## src/jtp_regs.vh

```
// Constants for the boundary-scan test access port.
`ifndef JTP_REGS_VH
`define JTP_REGS_VH

// Controller states.
`define JTP_ST_RESET      4'h0
`define JTP_ST_IDLE       4'h1
`define JTP_ST_SEL_DR     4'h2
`define JTP_ST_CAP_DR     4'h3
`define JTP_ST_SHIFT_DR   4'h4
`define JTP_ST_EXIT1_DR   4'h5
`define JTP_ST_PAUSE_DR   4'h6
`define JTP_ST_EXIT2_DR   4'h7
`define JTP_ST_UPD_DR     4'h8
`define JTP_ST_SEL_IR     4'h9
`define JTP_ST_CAP_IR     4'hA
`define JTP_ST_SHIFT_IR   4'hB
`define JTP_ST_EXIT1_IR   4'hC
`define JTP_ST_PAUSE_IR   4'hD
`define JTP_ST_EXIT2_IR   4'hE
`define JTP_ST_UPD_IR     4'hF

// Instruction codes.
`define JTP_IR_W          4
`define JTP_INS_EXTEST    4'h0
`define JTP_INS_SAMPLE    4'h1
`define JTP_INS_IDCODE    4'h2
`define JTP_INS_HIGHZ     4'h3
`define JTP_INS_BYPASS    4'hF
`define JTP_IR_CAPTURE    4'h1

// Identification layout.
`define JTP_ID_W          32
`define JTP_ID_FIXED_ONE  1'h1

// Cycle count of the synchronous reset-pin width filter is not needed; times below are informational.
`define JTP_SYS_PERIOD_NS 8

`endif

```

## src/jtp_sync.v

```verilog
// Two-stage synchroniser for pins outside the system clock domain.
`timescale 1ns/10ps
`default_nettype none
module jtp_sync #(
  parameter W = 1
) (
  // Clock and reset
  input  wire         sys_clk,
  input  wire         resetn,
  // Data
  input  wire [W-1:0] async_in,
  output reg  [W-1:0] sync_out
);

  reg [W-1:0] meta_q;

  always @(posedge sys_clk) begin
    if (!resetn) begin
      meta_q   <= {W{1'b0}};
      sync_out <= {W{1'b0}};
    end else begin
      meta_q   <= async_in;
      sync_out <= meta_q;
    end
  end

endmodule // jtp_sync
`default_nettype wire

```

## src/jtp_fsm.v

```verilog
// Test access port controller state machine.
`timescale 1ns/10ps
`default_nettype none
`include "jtp_regs.vh"
module jtp_fsm (
  // Clock and reset
  input  wire       sys_clk,
  input  wire       resetn,
  // Controls
  input  wire       tck_rise,
  input  wire       trst_act,
  input  wire       tms,
  output reg  [3:0] state_q
);

  reg [3:0] state_d;

  always @* begin
    state_d = state_q;
    case (state_q)
      `JTP_ST_RESET:    state_d = tms ? `JTP_ST_RESET    : `JTP_ST_IDLE;
      `JTP_ST_IDLE:     state_d = tms ? `JTP_ST_SEL_DR   : `JTP_ST_IDLE;
      `JTP_ST_SEL_DR:   state_d = tms ? `JTP_ST_SEL_IR   : `JTP_ST_CAP_DR;
      `JTP_ST_CAP_DR:   state_d = tms ? `JTP_ST_EXIT1_DR : `JTP_ST_SHIFT_DR;
      `JTP_ST_SHIFT_DR: state_d = tms ? `JTP_ST_EXIT1_DR : `JTP_ST_SHIFT_DR;
      `JTP_ST_EXIT1_DR: state_d = tms ? `JTP_ST_UPD_DR   : `JTP_ST_PAUSE_DR;
      `JTP_ST_PAUSE_DR: state_d = tms ? `JTP_ST_EXIT2_DR : `JTP_ST_PAUSE_DR;
      `JTP_ST_EXIT2_DR: state_d = tms ? `JTP_ST_UPD_DR   : `JTP_ST_SHIFT_DR;
      `JTP_ST_UPD_DR:   state_d = tms ? `JTP_ST_SEL_DR   : `JTP_ST_IDLE;
      `JTP_ST_SEL_IR:   state_d = tms ? `JTP_ST_RESET    : `JTP_ST_CAP_IR;
      `JTP_ST_CAP_IR:   state_d = tms ? `JTP_ST_EXIT1_IR : `JTP_ST_SHIFT_IR;
      `JTP_ST_SHIFT_IR: state_d = tms ? `JTP_ST_EXIT1_IR : `JTP_ST_SHIFT_IR;
      `JTP_ST_EXIT1_IR: state_d = tms ? `JTP_ST_UPD_IR   : `JTP_ST_PAUSE_IR;
      `JTP_ST_PAUSE_IR: state_d = tms ? `JTP_ST_EXIT2_IR : `JTP_ST_PAUSE_IR;
      `JTP_ST_EXIT2_IR: state_d = tms ? `JTP_ST_UPD_IR   : `JTP_ST_SHIFT_IR;
      `JTP_ST_UPD_IR:   state_d = tms ? `JTP_ST_SEL_DR   : `JTP_ST_IDLE;
      default:          state_d = `JTP_ST_RESET;
    endcase
  end

  // The system reset also puts the controller in test-logic reset, so the port needs no reset of its own after power-up.
  always @(posedge sys_clk) begin
    if (!resetn) begin
      state_q <= `JTP_ST_RESET;
    end else if (trst_act) begin
      state_q <= `JTP_ST_RESET;
    end else if (tck_rise) begin
      state_q <= state_d;
    end
  end

endmodule // jtp_fsm
`default_nettype wire

```

## src/jtp_tap.v

```verilog
// Boundary-scan test access port top level.
`timescale 1ns/10ps
`default_nettype none
`include "jtp_regs.vh"
module jtp_tap #(
  parameter       BSR_LEN   = 8,
  parameter [3:0] ID_VER    = 4'h0,
  parameter [15:0] ID_PART  = 16'h0001, // Arbitrary value.
  parameter [10:0] ID_MAKER = 11'h001   // Arbitrary value.
) (
  // Clock and reset
  input  wire               sys_clk,
  input  wire               resetn,
  // Test port pins
  input  wire               tck,
  input  wire               tms,
  input  wire               tdi,
  input  wire               trst_n,
  output reg                tdo_o,
  output reg                tdo_oe,
  // Chip pin boundary
  input  wire [BSR_LEN-1:0] core_to_pin,
  input  wire [BSR_LEN-1:0] pin_sample,
  output reg  [BSR_LEN-1:0] pin_out_q,
  output reg                pin_float_q,
  output reg                func_enable_q,
  output reg                tap_reset_done_q,
  output reg                idle_active_q
);

  wire [3:0] ins_sync;
  reg        tck_prev_q;
  wire       tck_s;
  wire       tms_s;
  wire       tdi_s;
  wire       trst_act;
  wire [3:0] state;
  wire [BSR_LEN-1:0] pin_sample_s;

  reg  [`JTP_IR_W-1:0] ir_shift_q;
  reg  [`JTP_IR_W-1:0] ir_q;
  reg                  byp_q;
  reg  [`JTP_ID_W-1:0] id_shift_q;
  reg  [BSR_LEN-1:0]   bsr_shift_q;
  reg  [BSR_LEN-1:0]   bsr_upd_q;

  wire tck_rise = tck_s & ~tck_prev_q;
  wire tck_fall = ~tck_s & tck_prev_q;

  // The test reset is inverted ahead of the synchroniser so that its cleared state reads as inactive.
  // Otherwise every system reset would look like a test reset pulse for two cycles.
  jtp_sync #(.W(4)) u_sync (
    .sys_clk  (sys_clk),
    .resetn   (resetn),
    .async_in ({tck, tms, tdi, ~trst_n}),
    .sync_out (ins_sync)
  );
  assign tck_s    = ins_sync[3];
  assign tms_s    = ins_sync[2];
  assign tdi_s    = ins_sync[1];
  assign trst_act = ins_sync[0];

  // Pin levels are asynchronous to the system clock as well.
  jtp_sync #(.W(BSR_LEN)) u_sync_pins (
    .sys_clk  (sys_clk),
    .resetn   (resetn),
    .async_in (pin_sample),
    .sync_out (pin_sample_s)
  );

  jtp_fsm u_fsm (
    .sys_clk  (sys_clk),
    .resetn   (resetn),
    .tck_rise (tck_rise),
    .trst_act (trst_act),
    .tms      (tms_s),
    .state_q  (state)
  );

  // Decoder select functions.
  function sel_bsr;
    input [3:0] ins;
    begin
      sel_bsr = (ins == `JTP_INS_EXTEST) || (ins == `JTP_INS_SAMPLE);
    end
  endfunction

  function sel_id;
    input [3:0] ins;
    begin
      sel_id = (ins == `JTP_INS_IDCODE);
    end
  endfunction

  wire [`JTP_ID_W-1:0] id_word = {ID_VER, ID_PART, ID_MAKER, `JTP_ID_FIXED_ONE};

  // Serial out mux; unlisted codes fall to bypass as the safe minimum path.
  reg tdo_d;
  always @* begin
    if (state == `JTP_ST_SHIFT_IR) begin
      tdo_d = ir_shift_q[0];
    end else if (sel_bsr(ir_q)) begin
      tdo_d = bsr_shift_q[0];
    end else if (sel_id(ir_q)) begin
      tdo_d = id_shift_q[0];
    end else begin
      tdo_d = byp_q;
    end
  end

  always @(posedge sys_clk) begin
    if (!resetn) begin
      tck_prev_q <= 1'b0;
    end else begin
      tck_prev_q <= tck_s;
    end
  end

  // Instruction path.
  always @(posedge sys_clk) begin
    if (!resetn) begin
      ir_shift_q <= `JTP_IR_CAPTURE;
      ir_q       <= `JTP_INS_IDCODE;
    end else if (trst_act || state == `JTP_ST_RESET) begin
      ir_q       <= `JTP_INS_IDCODE;
    end else begin
      if (tck_rise && state == `JTP_ST_CAP_IR) begin
        ir_shift_q <= `JTP_IR_CAPTURE;
      end else if (tck_rise && state == `JTP_ST_SHIFT_IR) begin
        ir_shift_q <= {tdi_s, ir_shift_q[`JTP_IR_W-1:1]};
      end else begin
        // Pause and exit states leave the shifter untouched.
        ir_shift_q <= ir_shift_q;
      end
      if (tck_fall && state == `JTP_ST_UPD_IR) begin
        ir_q <= ir_shift_q;
      end
    end
  end

  // Data path registers.
  always @(posedge sys_clk) begin
    if (!resetn) begin
      byp_q       <= 1'b0;
      id_shift_q  <= {`JTP_ID_W{1'b0}};
      bsr_shift_q <= {BSR_LEN{1'b0}};
      bsr_upd_q   <= {BSR_LEN{1'b0}};
    end else begin
      if (tck_rise && state == `JTP_ST_CAP_DR) begin
        byp_q       <= 1'b0;
        id_shift_q  <= id_word;
        if (sel_bsr(ir_q)) begin
          bsr_shift_q <= (ir_q == `JTP_INS_EXTEST) ? pin_sample_s : core_to_pin;
        end
      end else if (tck_rise && state == `JTP_ST_SHIFT_DR) begin
        byp_q      <= tdi_s;
        id_shift_q <= {tdi_s, id_shift_q[`JTP_ID_W-1:1]};
        if (sel_bsr(ir_q)) begin
          bsr_shift_q <= {tdi_s, bsr_shift_q[BSR_LEN-1:1]};
        end
      end
      if (tck_fall && state == `JTP_ST_UPD_DR && sel_bsr(ir_q)) begin
        bsr_upd_q <= bsr_shift_q;
      end
    end
  end

  // Outputs to the pins and functional side.
  always @(posedge sys_clk) begin
    if (!resetn) begin
      tdo_o            <= 1'b0;
      tdo_oe           <= 1'b0;
      pin_out_q        <= {BSR_LEN{1'b0}};
      pin_float_q      <= 1'b0;
      func_enable_q    <= 1'b0;
      tap_reset_done_q <= 1'b0;
      idle_active_q    <= 1'b0;
    end else begin
      if (tck_fall) begin
        tdo_o  <= tdo_d;
        tdo_oe <= (state == `JTP_ST_SHIFT_IR) || (state == `JTP_ST_SHIFT_DR);
      end
      if (trst_act || state == `JTP_ST_RESET) begin
        tap_reset_done_q <= 1'b1;
      end
      func_enable_q <= tap_reset_done_q | trst_act | (state == `JTP_ST_RESET);
      pin_out_q     <= (ir_q == `JTP_INS_EXTEST && state != `JTP_ST_RESET) ? bsr_upd_q : core_to_pin;
      pin_float_q   <= (ir_q == `JTP_INS_HIGHZ) && state != `JTP_ST_RESET;
      // No built-in self test exists, so idle stays quiet for every instruction.
      idle_active_q <= 1'b0;
    end
  end

endmodule // jtp_tap
`default_nettype wire

```

## config.mk

```make
export PLATFORM = sky130hd
export DESIGN_NAME = jtp_tap
export DESIGN_NICKNAME = d
export VERILOG_FILES = /design/src/jtp_sync.v /design/src/jtp_fsm.v /design/src/jtp_tap.v
export VERILOG_INCLUDE_DIRS = /design/src
export SDC_FILE = /design/constraint.sdc
export NUM_CORES = 1
export LEC_CHECK = 0
export BUFFER_PORTS_ARGS = -buffer_cell sky130_fd_sc_hd__buf_2
export CAP_MARGIN = 30
export CORE_MARGIN = 2
export CORE_UTILIZATION = 55
export CTS_CLUSTER_SIZE = 25
export DETAILED_ROUTE_END_ITERATION = 10
export PLACE_DENSITY = 0.85
export SYNTH_ARGS = -nofsm -noshare
export SYNTH_HDL_FRONTEND = slang
export SYNTH_SLANG_ARGS = --single-unit
```

## constraint.sdc

```tcl
create_clock -name sys_clk -period 2.07 [get_ports sys_clk]
set_input_delay 0.414 -clock sys_clk [delete_from_list [all_inputs] [get_ports sys_clk]]
set_output_delay 0.414 -clock sys_clk [all_outputs]
set_load 0.01 [all_outputs]
```

==> flow_summary.toml <==
[outcome]
status = "complete, no violations"

[synthesis]
synth_area_leaders = "dfxtp_1 53%, nand2_1 7.4%, mux2i_1 6.5%"
syn_inst = 399
synth-seq-area-share_pct = 52.7
syn_nets = 421
yosysTopAreaCell = "dfxtp_1"
async_flop_share_pct = 0
synth_seq_cells = 98
yosys_warnings = 0
netlist_area_um2 = 3720
syn_area_per_cell_um2 = 9.33
synth_cell_types = 47
synth_edf_count = 0
synthFlopType = "dfxtp_1"
synth_top_area_share_pct = 52.7

[global_routing]
grt_overflow = 0
grt_pass1_wl_um = 12200
grt_pass1_vias = 2654
grtUsageTotal_pct = 20.7
grt_max_degree = 35
antenna_found_initial = 0

[critical_path]
crit_path_max_fanout = 32
path_cells = "or4b_4, or2_4, buf_4, nand2_1, a31oi_1"
setup.worst_path.start_class = "flop"
path_delay_family = "simple AND/OR/NAND/NOR gates"
cp.buffers_inverters = 1
worstSetupPathType = "flop to flop"
worstPathRequired_ps = 2310
rrSetupSlack_ps = 240
rr_startpoint = "u_fsm.state_q[2]"
crit_path_end_kind = "flop"
slowest_delay_ps = 510
crit_slowest_cell = "or4b_4"
cp-startpoint = "u_fsm.state_q[2]"
cp_data_arrival_time_ps = 2080

[power_and_ir_drop]
irDropWorstVdd_uv = 646
power_uw = 3340
pwr_density_cell_nw_per_um2 = 793
power.leakage_uw = 0.00157

[route]
dr.pass1.iters = 5
routed_via_density = 5.55
wl_per_cell_um = 13.8
route.detailed.drc = 0
drt_iter0_drc = 208
ant_nets = 0
num_vias = 2852
wl_um = 7110

[place]
placed_cells = 498
portBuffers = 34
dpl.hpwl_um = 4910
place_congestion = 0.824

[timing]
fin_crit_ps = 1830
fin_crit_sh_pct = 88.6
whs_ps = 201
slew_viol_final = 0
skew_ps = 8.34
hold_viol = 0
worstMarginPinSlew_ps = 569
setup_viol = 0
finalSetupTns_ps = 0
maxSlewHeadroom_pct = 62.1
rsz0062_at_grt = "false"
max_clock_freq_ghz = 0.545

[clocking]
htree_num_levels = 3
cts_max_path_buffers = 2
clkTransAtPathRegs_ps = 90
insertion_delay_ps = 360
root_buffer = "clkbuf_8"
post_cts_buffers = 0
cts_buffers = 9
cts_tree = "done"
ctsResizeCount = 0
clock_sinks = 98
cts_hold_buf = 0

[cells_and_area]
fin_util_pct = 65.1
fin_cells = 514
antenna_cells = 0
drive_gt1_share_pct = 16.9
nets = 454
syn_to_final_growth_pct = 13.0

[hold_path]
min-delay-start = "trst_n"
hold_class = "input port to flop"

[die]
dieArea_um2 = 7440
io_pins = 36
chipWidth_um = 86.3
rows = 29
start_util_pct = 57.6
core-area_um2 = 6460
die_height_um = 86.3

[job]
maxCapViolCount = 0
-- sequential cells by signal, indices dropped and copies added (netlist names), 4 cells and up --
signal / flops
u_sync_pins.meta_q: 8
bsr_shift_q: 8
bsr_upd_q: 8
id_shift_q: 31
pin_out_q: 8
u_sync_pins.sync_out: 8
ir_q: 4
u_fsm.state_q: 4
u_sync.sync_out: 4
u_sync.meta_q: 4
ir_shift_q: 4
-- report_power, final --
group	internal (uW)	switching, uW	total (uW)	leakage, uW
Clock	604	659	1260	0.0000999
Combinational	61.6	74.9	136	0.000669
Sequential	1920	16.7	1940	0.000798
-- cells by family after synthesis --
family	count (synthesis)	share of synthesized area, %
muxes	24	6.45
buffers and inverters	31	3.76
other	1	0.101
DFF	98	52.7
AOI/OAI and AO/OA	81	14.9
and+or+nand+nor	162	21.6
xor gates and xnor gates	2	0.471
-- layout by cell type (no fill, tap or decap), drive strengths merged, types with 10 or more instances in the layout --
master  instances
nor2           21
dfxtp          98
mux2i          24
a21oi          36
clkbuf         10
nand2          73
and2           24
nor2b          11
buf            48
-- metal layers --
metal	vias to the layer above	track usage, %	share of wire [%]
li1	1431	-	-
met3	12	5.52	5.3
met4	0	8.24	2.0
met5	-	0	0
met1	1339	27.5	47
met2	70	32.1	45
-- path summary, 6_finish.rpt --
kind,cells past startpoint,end
setup / recovery,5,id_shift_q[12]
hold / removal,2,u_sync.meta_q[0]
setup reg to reg,5,id_shift_q[12]
hold reg to reg,1,u_sync_pins.sync_out[1]
-- synthesized netlist by cell type, drive strengths merged, types with 2 or more instances --
library cell  instances
a211oi                3
a21oi                36
a22oi                 3
a2bb2oi               8
a31oi                 5
and2                 24
buf                  14
clkbuf               12
dfxtp                98
inv                   4
mux2i                24
nand2                73
nand2b                4
nand3                 3
nand3b                3
nor2                 21
nor2b                11
nor3                  7
nor4                  5
o211ai                3
o21ai                 8
o221a                 8
or2                   2
or3                   4
or4b                  2
-- per-stage QoR --
| step | area, um^2 | worst slack (ps) |
|---|---|---|
| after detailed placement | 4000 | 251 |
| final | 4210 | 236 |
| after CTS | 4210 | 237 |
| after floorplan | 3720 | 317 |
| after global placement | 4000 | 317 |
| after global routing | 4210 | 96.3 |
-- final cells by class --
cell class / count / area, um^2
fillers: 513 / 2250
multi-input cells: 270 / 1620
inverters: 5 / 18.8
clock buffers: 10 / 138
repair buffers: 48 / 300
flip-flops and latches: 98 / 1960
clock inverters: 6 / 71.3
well taps: 77 / 96.3
Note: power is estimated with default switching activity, not from simulation.
